### src/include/fbrp_pkg.sv
// Constants and types of the flash burst read port
`default_nettype none
package fbrp_pkg;
    localparam int unsigned AW = 23;
    localparam int unsigned DW = 16;
    localparam int unsigned RAW = 4;
    localparam int unsigned CFG_W = 10;
    // Register offsets
    localparam logic [3:0] REG_CFG = 4'h0;
    localparam logic [3:0] REG_BANK = 4'h4;
    localparam logic [3:0] REG_STAT = 4'h8;
    // Burst modes
    localparam logic [1:0] MODE_CONT = 2'h0;
    localparam logic [1:0] MODE_W8 = 2'h1;
    localparam logic [1:0] MODE_W16 = 2'h2;
    localparam logic [1:0] MODE_W32 = 2'h3;
    // Values after reset
    localparam logic [9:0] CFG_RST = 10'h002;
    localparam logic [3:0] BUSY_RST = 4'h0;
    localparam logic [5:0] PINS_RST = 6'h1F;
    // Bank starts, in words
    localparam logic [22:0] BANK1_START = 23'h08_0000;
    localparam logic [22:0] BANK2_START = 23'h20_0000;
    localparam logic [22:0] BANK3_START = 23'h38_0000;
    // Word positions and counts
    localparam logic [5:0] BOUND_LAST = 6'h3F;
    localparam logic [4:0] BOUND_PAIR = 5'h1F;
    localparam logic [5:0] BOUND_GAP = 6'h02;
    localparam logic [5:0] SLOW_GAP = 6'h01;
    localparam logic [5:0] REDUCED_EXTRA = 6'h02;
    localparam logic [5:0] ODD_EXTRA = 6'h01;
    localparam logic [7:0] WRAP_MAX = 8'h80;
    // Status word returned from a busy bank
    localparam logic [15:0] STATUS_WORD = 16'h0080;
    // Slow burst clock threshold
    localparam int unsigned CORE_FREQ_KHZ = 250000;
    localparam int unsigned SLOW_FREQ_KHZ = 6000;
    localparam logic [7:0] SLOW_CYC =
        8'(CORE_FREQ_KHZ / SLOW_FREQ_KHZ);

    typedef enum logic [2:0] {
        FBRP_ASYNC = 3'b000,
        FBRP_SIDLE = 3'b001,
        FBRP_WAIT = 3'b010,
        FBRP_RUN = 3'b011,
        FBRP_GAP = 3'b100,
        FBRP_HALT = 3'b101
    } fbrp_state_e;

    typedef struct packed {
        logic burst_clk;
        logic avd_n;
        logic ce_n;
        logic oe_n;
        logic we_n;
        logic clr_n;
    } fbrp_pins_s;

    typedef struct packed {
        logic reduced;
        logic sync_en;
        logic rdy_early;
        logic fall_edge;
        logic [1:0] mode;
        logic [3:0] waits;
    } fbrp_cfg_s;

    typedef struct packed {
        fbrp_state_e state;
        fbrp_pins_s pin_s1;
        fbrp_pins_s pin_s2;
        logic [22:0] adr_s1;
        logic [22:0] adr_s2;
        logic clk_prev;
        logic avd_prev;
        logic [22:0] addr;
        logic [5:0] cnt;
        logic [7:0] words;
        logic [7:0] period;
        logic slow;
        logic skip;
        fbrp_cfg_s cfg;
        logic [3:0] busy;
        logic [15:0] dout;
        logic doe;
        logic rdy;
        logic rdy_oe;
        logic [31:0] rdata;
    } fbrp_st_s;
endpackage
`default_nettype wire

### src/core/fbrp_core.sv
// Flash burst read port: async read, burst engine and config registers
//
// Added by the designer: the plain strobed port and the register addresses.
`timescale 1ns/1ps
`default_nettype none
////////////////////////////////////////////////////////////////////////
// Overview of operation
// - Async read latches address on address_valid_n rise
// - Reset or hardware clear starts asynchronous mode
// - After configuration, reads are burst only
// - Config holds waits, mode, edge, ready, sync
// - First word after waits, then advance per edge
// - Continuous: two low-ready cycles past 64-word boundary
// - Standard variant: start 3E/3F skips next gap
// - Reduced variant: 3E/3F adds two initial cycles
// - Wraps to zero; ends on CE, clear, AVD
// - Idle bank crossing inserts same two cycles
// - Busy bank crossing returns status, ignores clock
// - Slow clock adds latency with ready low
// - Wrap modes stay inside aligned group
// - Wrap modes add mid-burst wait states only on a slow clock
// - Wrap output limited to 128 words
// - Output enable high suspends, state kept
// - Output enable low resumes at next edge
// - Ready driven whenever chip enable low
// - Reduced variant: ready rise marks first word
// - Standard variant: odd start adds one cycle
// - Rising clock edge is default active edge
// - Ready high when data valid, or one burst clock early with rdy_early set, else low
////////////////////////////////////////////////////////////////////////
module fbrp_core (
    input wire logic i_core_clk,
    input wire logic i_reset,
    input wire fbrp_pkg::fbrp_pins_s i_pins,
    input wire logic [22:0] i_address_lines,
    output logic [22:0] o_array_addr,
    input wire logic [15:0] i_array_data,
    output logic [15:0] o_data_lines,
    output logic o_data_lines_oe,
    output logic o_word_valid_flag,
    output logic o_word_valid_oe,
    input wire logic [3:0] i_reg_addr,
    input wire logic [31:0] i_reg_wdata,
    input wire logic i_reg_wr,
    input wire logic i_reg_rd,
    output logic [31:0] o_reg_rdata
);
    fbrp_pkg::fbrp_st_s st;
    fbrp_pkg::fbrp_st_s next_st;
    fbrp_pkg::fbrp_pins_s ps;
    logic [22:0] ps_addr;
    logic act;
    logic avd_lo;
    logic avd_rise;
    logic ce_lo;
    logic oe_lo;
    logic live;
    logic go;
    logic cont;
    logic cross_lo;
    logic start_pair;
    logic [22:0] nxt;
    logic nxt_busy;
    logic [5:0] extra;

    ////////////////////////////////////////////////////////////////////
    function automatic logic [1:0] bank_of(input logic [22:0] a);
        logic [1:0] b;
        b = 2'd3;
        if (a < fbrp_pkg::BANK1_START) begin
            b = 2'd0;
        end else if (a < fbrp_pkg::BANK2_START) begin
            b = 2'd1;
        end else if (a < fbrp_pkg::BANK3_START) begin
            b = 2'd2;
        end
        return b;
    endfunction

    // Next burst address; wrap modes keep the group bits
    function automatic logic [22:0] next_addr(input logic [22:0] a,
                                              input logic [1:0] m);
        logic [22:0] k;
        logic [22:0] inc;
        case (m)
            fbrp_pkg::MODE_W8: k = 23'h00_0007;
            fbrp_pkg::MODE_W16: k = 23'h00_000F;
            fbrp_pkg::MODE_W32: k = 23'h00_001F;
            default: k = 23'h7F_FFFF;
        endcase
        inc = a + 23'h00_0001;
        return (a & ~k) | (inc & k);
    endfunction

    ////////////////////////////////////////////////////////////////////
    assign ps = st.pin_s2;
    assign ps_addr = st.adr_s2;
    // Active edge of the sampled burst clock
    assign act = st.cfg.fall_edge ?
                 (st.clk_prev & ~ps.burst_clk) :
                 (~st.clk_prev & ps.burst_clk);
    assign avd_lo = ~ps.avd_n;
    assign avd_rise = ~st.avd_prev & ps.avd_n;
    assign ce_lo = ~ps.ce_n;
    assign oe_lo = ~ps.oe_n;
    assign live = ps.clr_n;
    assign go = act & oe_lo & ~avd_lo & ce_lo & ps.we_n & live;
    assign cont = (st.cfg.mode == fbrp_pkg::MODE_CONT);
    assign nxt = next_addr(st.addr, st.cfg.mode);
    assign cross_lo = (st.addr[5:0] == fbrp_pkg::BOUND_LAST);
    assign nxt_busy = (bank_of(nxt) != bank_of(st.addr)) &&
                      st.busy[bank_of(nxt)];
    assign start_pair = (ps_addr[5:1] == fbrp_pkg::BOUND_PAIR);
    always_comb begin
        extra = 6'h00;
        if (st.cfg.reduced && start_pair) begin
            extra = fbrp_pkg::REDUCED_EXTRA;
        end else if (!st.cfg.reduced && ps_addr[0]) begin
            extra = fbrp_pkg::ODD_EXTRA;
        end
    end

    ////////////////////////////////////////////////////////////////////
    always_comb begin
        next_st = st;
        next_st.pin_s1 = i_pins;
        next_st.pin_s2 = st.pin_s1;
        next_st.adr_s1 = i_address_lines;
        next_st.adr_s2 = st.adr_s1;
        next_st.clk_prev = ps.burst_clk;
        next_st.avd_prev = ps.avd_n;
        next_st.rdata = 32'h0000_0000;
        // Burst clock period measure
        if (act) begin
            next_st.period = 8'h00;
            next_st.slow = st.period > fbrp_pkg::SLOW_CYC;
        end else if (st.period != 8'hFF) begin
            next_st.period = st.period + 8'h01;
        end
        // Register port
        if (i_reg_wr) begin
            case (i_reg_addr)
                fbrp_pkg::REG_CFG: begin
                    next_st.cfg = fbrp_pkg::fbrp_cfg_s'(
                        i_reg_wdata[fbrp_pkg::CFG_W-1:0]);
                end
                fbrp_pkg::REG_BANK: next_st.busy = i_reg_wdata[3:0];
                default: begin
                end
            endcase
        end
        if (i_reg_rd) begin
            case (i_reg_addr)
                fbrp_pkg::REG_CFG: begin
                    next_st.rdata = {22'h00_0000, st.cfg};
                end
                fbrp_pkg::REG_BANK: begin
                    next_st.rdata = {28'h000_0000, st.busy};
                end
                fbrp_pkg::REG_STAT: begin
                    next_st.rdata = {5'h00, st.addr, st.slow, st.state};
                end
                default: next_st.rdata = 32'h0000_0000;
            endcase
        end
        // Read engine
        case (st.state)
            fbrp_pkg::FBRP_ASYNC: begin
                if (st.cfg.sync_en) begin
                    next_st.state = fbrp_pkg::FBRP_SIDLE;
                end else if (avd_rise && ce_lo) begin
                    next_st.addr = ps_addr;
                end
            end
            fbrp_pkg::FBRP_WAIT: begin
                if (go) begin
                    if (st.cnt == 6'h00) begin
                        next_st.state = fbrp_pkg::FBRP_RUN;
                        next_st.words = 8'h01;
                    end else begin
                        next_st.cnt = st.cnt - 6'h01;
                    end
                end
            end
            fbrp_pkg::FBRP_RUN: begin
                if (go) begin
                    if (!cont && st.words == fbrp_pkg::WRAP_MAX) begin
                        next_st.state = fbrp_pkg::FBRP_SIDLE;
                    end else begin
                        next_st.addr = nxt;
                        next_st.words = st.words + 8'h01;
                        if (cont && cross_lo) begin
                            if (nxt_busy) begin
                                next_st.state = fbrp_pkg::FBRP_HALT;
                            end else if (st.skip) begin
                                next_st.skip = 1'b0;
                            end else begin
                                next_st.state = fbrp_pkg::FBRP_GAP;
                                next_st.cnt = fbrp_pkg::BOUND_GAP;
                            end
                        end else if (st.slow) begin
                            next_st.state = fbrp_pkg::FBRP_GAP;
                            next_st.cnt = fbrp_pkg::SLOW_GAP;
                        end
                    end
                end
            end
            fbrp_pkg::FBRP_GAP: begin
                if (go) begin
                    if (st.cnt <= 6'h01) begin
                        next_st.state = fbrp_pkg::FBRP_RUN;
                    end else begin
                        next_st.cnt = st.cnt - 6'h01;
                    end
                end
            end
            fbrp_pkg::FBRP_HALT: begin
            end
            fbrp_pkg::FBRP_SIDLE: begin
            end
            default: next_st.state = fbrp_pkg::FBRP_ASYNC;
        endcase
        // Burst start, or restart over a running burst
        if (st.state != fbrp_pkg::FBRP_ASYNC && st.cfg.sync_en &&
            act && avd_lo && ce_lo && ps.we_n) begin
            next_st.state = fbrp_pkg::FBRP_WAIT;
            next_st.addr = ps_addr;
            next_st.words = 8'h00;
            next_st.skip = start_pair;
            next_st.cnt = {2'b00, st.cfg.waits} + extra;
        end
        if (!ce_lo && st.state != fbrp_pkg::FBRP_ASYNC) begin
            next_st.state = fbrp_pkg::FBRP_SIDLE;
        end
        if (!live) begin
            next_st.state = fbrp_pkg::FBRP_ASYNC;
            next_st.cfg = fbrp_pkg::fbrp_cfg_s'(fbrp_pkg::CFG_RST);
            next_st.busy = fbrp_pkg::BUSY_RST;
        end
        // Outputs follow the next state
        if (next_st.state == fbrp_pkg::FBRP_HALT) begin
            next_st.dout = fbrp_pkg::STATUS_WORD;
        end else if (next_st.state == fbrp_pkg::FBRP_RUN ||
                     next_st.state == fbrp_pkg::FBRP_ASYNC) begin
            next_st.dout = i_array_data;
        end
        next_st.doe = ce_lo && oe_lo && ps.we_n &&
                      next_st.state != fbrp_pkg::FBRP_SIDLE &&
                      next_st.state != fbrp_pkg::FBRP_WAIT;
        next_st.rdy = next_st.state == fbrp_pkg::FBRP_RUN ||
                      next_st.state == fbrp_pkg::FBRP_ASYNC ||
                      (st.cfg.rdy_early &&
                       next_st.state == fbrp_pkg::FBRP_WAIT &&
                       next_st.cnt == 6'h00);
        next_st.rdy_oe = ce_lo;
    end

    always_ff @(posedge i_core_clk) begin
        if (i_reset) begin
            st <= '0;
            st.state <= fbrp_pkg::FBRP_ASYNC;
            // Idle pin levels, burst clock low: no false edge
            st.pin_s1 <= fbrp_pkg::PINS_RST;
            st.pin_s2 <= fbrp_pkg::PINS_RST;
            st.avd_prev <= 1'b1;
            st.cfg <= fbrp_pkg::fbrp_cfg_s'(fbrp_pkg::CFG_RST);
            st.busy <= fbrp_pkg::BUSY_RST;
        end else begin
            st <= next_st;
        end
    end

    assign o_array_addr = st.addr;
    assign o_data_lines = st.dout;
    assign o_data_lines_oe = st.doe;
    assign o_word_valid_flag = st.rdy;
    assign o_word_valid_oe = st.rdy_oe;
    assign o_reg_rdata = st.rdata;
endmodule
`default_nettype wire

### config.mk
export PLATFORM = sky130hd
export DESIGN_NAME = fbrp_core
export DESIGN_NICKNAME = d
export VERILOG_FILES = /design/src/include/fbrp_pkg.sv /design/src/core/fbrp_core.sv
export SDC_FILE = /design/constraint.sdc
export NUM_CORES = 1
export LEC_CHECK = 0
export ABC_AREA = 1
export BUFFER_PORTS_ARGS = -buffer_cell sky130_fd_sc_hd__buf_2
export CORE_MARGIN = 3
export CORE_UTILIZATION = 45
export CTS_CLUSTER_DIAMETER = 40
export CTS_CLUSTER_SIZE = 12
export DETAILED_ROUTE_END_ITERATION = 12
export PLACE_DENSITY = 0.78
export SYNTH_ARGS = -nofsm -noshare
export SYNTH_HDL_FRONTEND = slang
export SYNTH_SLANG_ARGS = --single-unit
### constraint.sdc
create_clock -name i_core_clk -period 3.17 [get_ports i_core_clk]
set_input_delay 0 -clock i_core_clk [delete_from_list [all_inputs] [get_ports i_core_clk]]
set_output_delay 0 -clock i_core_clk [all_outputs]
set_load 0.01 [all_outputs]
# Yosys cells after proc, flatten, opt, wreduce, memory -nomap -nowiden
# Cells that the tools add are included.
# totals
reg_bits,175
latchBits,0
mem_bits_rw,0
romBits,0
word_cells,199
n_memories,0
# classes
addsub,5
n_mul,0
n_div,0
n_lt_le_gt_ge,9
eq_ne,30
n_shift,0
mux,53
bitwise,20
n_reduce_logical,46
# op_table
operator,count
$mux 37,3
$lt 23x22->1 const B,4
$pmux 27 s3,1
$pmux 23 s3,1
$and 23x23->23,2
$lt 23x20->1 const B,2
$mux 23,2
$pmux 23 s2,1
$mux 3,14
$mux 6,7
$mux 8,3
$add 23x1->23 const B,1
$not 23->23,1
$or 23x23->23,1
$logic_and 1x1->1,18
$pmux 6 s3,1
$add 8x1->8 const B,2
$pmux 8 s2,1
$pmux 3 s5,1
$reduce_and 5->1,3
$mux 14,1
$eq 3x2->1 const B,4
$logic_not 6->1,2
$ne 3x3->1 const B,4
other kinds (34),83

# Logic depth before layout (Yosys ltp)
# depth
depth_word,24
ltp_mapped,28

# Least setup slack after synthesis
# No wires, ideal clock.
# synth_timing
kind,register to register
startpoint,register st (netlist bit o_array_addr[1])
endpoint,register st (netlist bit o_data_lines[5])
setup_time_ns,0.113
arrival_time_ns,2.609
path_slack_ns,0.448
path_stages_with_launch,25
path_buffers,1
synth_period_minus_slack_ns,2.722
path_cell_list,dfxtp_1 ha_1 nand2_2 nor2_2 nand2_1 nor2_2 nand2_2 nor2_1 nand2_1 nand2_4 nand2_4 o21ai_1 nand2_1 nand3_2 nand3_4 nand2_1 nand2_1 nand2_1 nand3_2 a21oi_1 nand2_2 or2_4 nand2_8 buf_12 a21oi_2
# synth_via
elab_chain_len,20
elab_cells_between_ends,35
# synth_lines
element,line_no,text
from (decl),fbrp_core.sv:48,fbrp_pkg::fbrp_st_s st;
from (signal assigned),fbrp_core.sv:269,st <= next_st;
$add 23x1->23,fbrp_core.sv:91,inc = a + 23'h00_0001;
$and 23x23->23,fbrp_core.sv:92,return (a & ~k) | (inc & k);
$or 23x23->23,fbrp_core.sv:92,
$lt 23x22->1,fbrp_core.sv:74,end else if (a < fbrp_pkg::BANK3_START) begin
$mux 1,fbrp_core.sv:74,
$mux 2,fbrp_core.sv:72,end else if (a < fbrp_pkg::BANK2_START) begin
$mux 2,fbrp_core.sv:70,if (a < fbrp_pkg::BANK1_START) begin
$bmux 1 s2,fbrp_core.sv:112,st.busy[bank_of(nxt)];
[4 not listed],-,
$mux 3 *,fbrp_core.sv:187,if (!cont && st.words == fbrp_pkg::WRAP_MAX) begin
$mux 3 *,fbrp_core.sv:186,if (go) begin
$pmux 3 s5 *,fbrp_core.sv:167,case (st.state)
$mux 3 *,fbrp_core.sv:224,if (st.state != fbrp_pkg::FBRP_ASYNC && st.cfg.sync_en &&
$mux 3 *,fbrp_core.sv:232,if (!ce_lo && st.state != fbrp_pkg::FBRP_ASYNC) begin
$mux 3 *,fbrp_core.sv:235,if (!live) begin
"$eq 3x3->1, or another cell as far along",fbrp_core.sv:241,if (next_st.state == fbrp_pkg::FBRP_HALT) begin
$reduce_or 2->1 (no source line) or $logic_or 1x1->1 (tied branches),-,
# Every way passes the cells marked *; elsewhere a longest branch is shown, timed or not. The select of a mux whose other input is x is not followed.
# A chain may end at the register's enable or synchronous reset.

# Final worst setup path
# layout_timing
startpoint,register st[59] (netlist name)
endpoint,register st (netlist bit o_word_valid_flag)
# layout_via
elab_chain_len,24
elab_cells_between_ends,44
# layout_lines
element,line_no,text
$eq 2x2->1 or $eq 2x1->1 (tied branches),fbrp_core.sv:85,case (m)
$pmux 23 s3,fbrp_core.sv:85,
$not 23->23,fbrp_core.sv:92,
$and 23x23->23,fbrp_core.sv:92,
$or 23x23->23,fbrp_core.sv:92,
$lt 23x22->1,fbrp_core.sv:74,
$mux 1,fbrp_core.sv:74,
$mux 2,fbrp_core.sv:72,
[8 not listed],-,
$pmux 3 s5,fbrp_core.sv:167,
$mux 3,fbrp_core.sv:224,
$mux 3,fbrp_core.sv:232,
$mux 3,fbrp_core.sv:235,
$eq 3x2->1,fbrp_core.sv:253,next_st.state == fbrp_pkg::FBRP_WAIT &&
$logic_and 1x1->1,fbrp_core.sv:252,(st.cfg.rdy_early &&
$logic_and 1x1->1,fbrp_core.sv:253,
$logic_or 1x1->1 *,fbrp_core.sv:251,next_st.state == fbrp_pkg::FBRP_ASYNC ||
# Marks and branches as above.

==> results.sh <==
export IMPL_cts_buffers=17
export IMPL_synth_seq_cells=170
export IMPL_place_area_um2=8570
export IMPL_r2r_end="o_word_valid_flag$_SDFF_PP0_"
export IMPL_die_y_um=141
export IMPL_die_area_um2=19800
export IMPL_cts_root_buf="clkbuf_16"
export IMPL_antenna_cells=0
export IMPL_tritoncts="yes"
export IMPL_r2r_start="st[59]$_SDFFE_PP0P_"
export IMPL_area_growth_pct=22.2
export IMPL_drv_cap=0
export IMPL_synth_edf_count=0
export IMPL_yosysWarnings=0
export IMPL_grt_pass1_vias=6725
export IMPL_wirelength_mm=20.9
export IMPL_synthFlopType="dfxtp_1"
export IMPL_syn_mean_instance_area_um2=7.48
export IMPL_dieWidth_um=141
export IMPL_outcome="complete, no violations"
export IMPL_drive_gt1_share_pct=23.1
export IMPL_ioPinCount=159
export IMPL_min_period_ns=3.03
export IMPL_netlist_instances=1093
export IMPL_drv_slew=0
export IMPL_synth_most_common_cell="dfxtp_1"
export IMPL_dp_cells=1371
export IMPL_rows=48
export IMPL_p_per_area_nw_per_um2=467
export IMPL_slew_headroom_pct=28.7
export IMPL_crit_start="st[59]$_SDFFE_PP0P_"
export IMPL_synth_area_leaders="dfxtp_1, nand2_1, inv_1"
export IMPL_synthTopCellsByCount="dfxtp_1, nand2_1, inv_1, nor2_1, a21oi_1"
export IMPL_core_um2=17500
export IMPL_yosys_cell_types_count=48
export IMPL_r2r_setup_slack_ns=0.14
export IMPL_finalSetupViolCount=0
export IMPL_detail_route_antenna_nets=0
export IMPL_via_per_inst=5.05
export IMPL_fin_total_pwr_mw=4.67
export IMPL_post_route_drc_count=0
export IMPL_required_ns=3.53
export IMPL_hpwl_mm=14.4
export IMPL_cp_end_kind="flip-flop"
export IMPL_vias=7463
export IMPL_initial_core_util_pct=46.6
export IMPL_fin_cells=1477
export IMPL_grt_ovfl_total=0
export IMPL_endpoint="o_word_valid_flag$_SDFF_PP0_"
export IMPL_antenna_found_initial=0
export IMPL_port_buffers=131
export IMPL_final_setup_tns_ns=0
export IMPL_grt_max_degree=65
export IMPL_grt_usage_pct=20.4
export IMPL_nFillCells=1575
export IMPL_gp_congestion=0.924
export IMPL_tightest_slew_ns=1.06
export IMPL_finalClockSkew_ns=0.0125
export IMPL_cts_buffer_depth=2
export IMPL_wl_per_cell_um=14.2
export IMPL_timing_fmax_mhz=330
export IMPL_p_leak_nw=4.51
export IMPL_vdd_drop_max_mv=0.381
export IMPL_grt_pass1_wl_mm=32.9
export IMPL_clock_latency_ns=0.43
export IMPL_cts_htree_levels=4
export IMPL_period_share_pct=95.7
export IMPL_first_iter_violations=772
export IMPL_clk_pin_slew_ns=0.07
export IMPL_hold_viol_final=0
export IMPL_hold_path_class="in2reg"
export IMPL_nets=1338
export IMPL_multi_input_area_um2=3600
export IMPL_yosysTopAreaCellShare_pct=41.6
export IMPL_cp_start_kind="flip-flop"
export IMPL_critPathKind="reg2reg"
export IMPL_rr_worst_depth=24
export IMPL_ys_seq_area_share_pct=41.6
export IMPL_crit_fanout=5
export IMPL_seq_area_um2=3410
export IMPL_postSynth_asyncResetShare_pct=0
export IMPL_yosysTopAreaCell="dfxtp_1"
export IMPL_synth_area_um2=8170
export IMPL_postLayoutCellArea_um2=9990
export IMPL_crit_arrival_ns=3.39
export IMPL_cts_sinks=170
export IMPL_holdWs_ns=0.0257
export IMPL_first_pass_iters=8
[critical path, stage by stage, from the launching register on]
cell and delay, ns:
dfxtp_2 0.33, inv_2 0.09, ha_4 0.16, nand3_2 0.12, nor2_2 0.12, nand3_2 0.13
nor2_4 0.17, nand2_2 0.06, nand2_1 0.08, nand2_2 0.07, nand2_2 0.12, nand3_2 0.10
nand2_1 0.09, nand3_2 0.08, nand3_4 0.11, nand3_1 0.17, nand2_1 0.11, nand2_1 0.14
nand2_1 0.10, nand2_1 0.07, a21oi_1 0.16, nand2_1 0.08, nor2_1 0.12, nand2_1 0.07
a21oi_1 0.11
[stage by stage]
stage | util [%] | setup WS, ns
after floorplan | - | 0.448
after global placement | 48.9 | 0.142
after detailed placement | 48.9 | 0.0566
after CTS | 55.7 | 0.0352
after global routing | 57.0 | -0.126
final | 57.0 | 0.136
[placed cells by master, fill, tap and decap left out, drive strengths merged, types with 2 or more instances in the layout]
cell type and n:
buf 161, or2 15, nor2 135, o21ai 47, inv 164, conb 5
clkinv 7, dfxtp 170, nand3 51, a211oi 11, a21oi 101, o211ai 3
o21a 2, ha 13, a22oi 2, nand4 15, dlygate4sd3 59, xor2 11
nor3 36, o22ai 3, a221oi 13, xnor2 4, a31oi 6, clkinvlp 3
clkbuf 19, bufinv 2, nand2 187
[worst min-delay path by stage]
stage / start / endpoint / slack (ns) / cells after the start
3_3_place_gp: i_pins[3] / next_st[163]$_SDFF_PP1_ / 0.19 / 2
5_1_grt: i_reg_addr[2] / o_reg_rdata[6]$_SDFF_PP0_ / 0.02 / 4
3_5_place_dp: i_pins[1] / next_st[161]$_SDFF_PP1_ / 0.18 / 2
4_1_cts: i_reg_addr[2] / o_reg_rdata[6]$_SDFF_PP0_ / 0.002 / 4
6_report: i_reg_addr[2] / o_reg_rdata[6]$_SDFF_PP0_ / 0.03 / 4
2_1_floorplan: i_pins[0] / next_st[160]$_SDFF_PP1_ / 0.10 / 1
[cell type report]
cell class / count / share of cell area [%]
Tap cell: 225 / 2.82
Multi-Input combinational cell: 667 / 36.0
Clock buffer: 19 / 4.43
Clock inverter: 13 / 1.62
Sequential cell: 170 / 34.1
Inverter: 163 / 6.25
Timing Repair Buffer: 220 / 14.8
[report_power, final]
group	internal, mW	leakage [nW]	total, mW	switching, mW
combinational	0.152	2.83	0.329	0.176
sequential	2.20	1.39	2.23	0.0325
clock	1.20	0.287	2.11	0.905
total	3.56	4.51	4.67	1.11
[sequential cells by signal, summed over array words and instances (netlist names)]
| register | cells |
|---|---|
| next_st | 31 |
| o_word_valid_oe | 1 |
| o_data_lines_oe | 1 |
| o_array_addr | 23 |
| st | 43 |
| o_reg_rdata | 27 |
| live | 1 |
| o_word_valid_flag | 1 |
| ps_addr | 23 |
| ps | 3 |
| o_data_lines | 16 |
[cell families after synthesis]
| kind of cell | Yosys count | synth area share, % |
|---|---|---|
| and+or+nand+nor | 442 | 25.1 |
| buffers and inverters | 261 | 15.8 |
| AOI/OAI and AO/OA | 190 | 13.5 |
| DFF | 170 | 41.6 |
| xor gates and xnor gates | 15 | 1.61 |
| adders and majority gates | 14 | 2.23 |
| other | 1 | 0.0459 |
[per-layer routing]
layer	global-route usage (%)	vias to the layer above	wire length [µm]
li1	-	3718	-
met1	27.9	3379	9420
met2	32.5	331	9490
met3	5.36	35	1730
met4	4.33	0	311
met5	0	-	0
[repair_timing]
item / 4_1_cts / 5_1_grt
endpoints found under the setup margin: 0 / 19
hold buffers: 59 / 0
setup buffers: 0 / 13
endpoints found under the hold margin: 59 / 0
gates resized for setup: 0 / 31
Note: power is estimated with default switching activity, not from simulation.
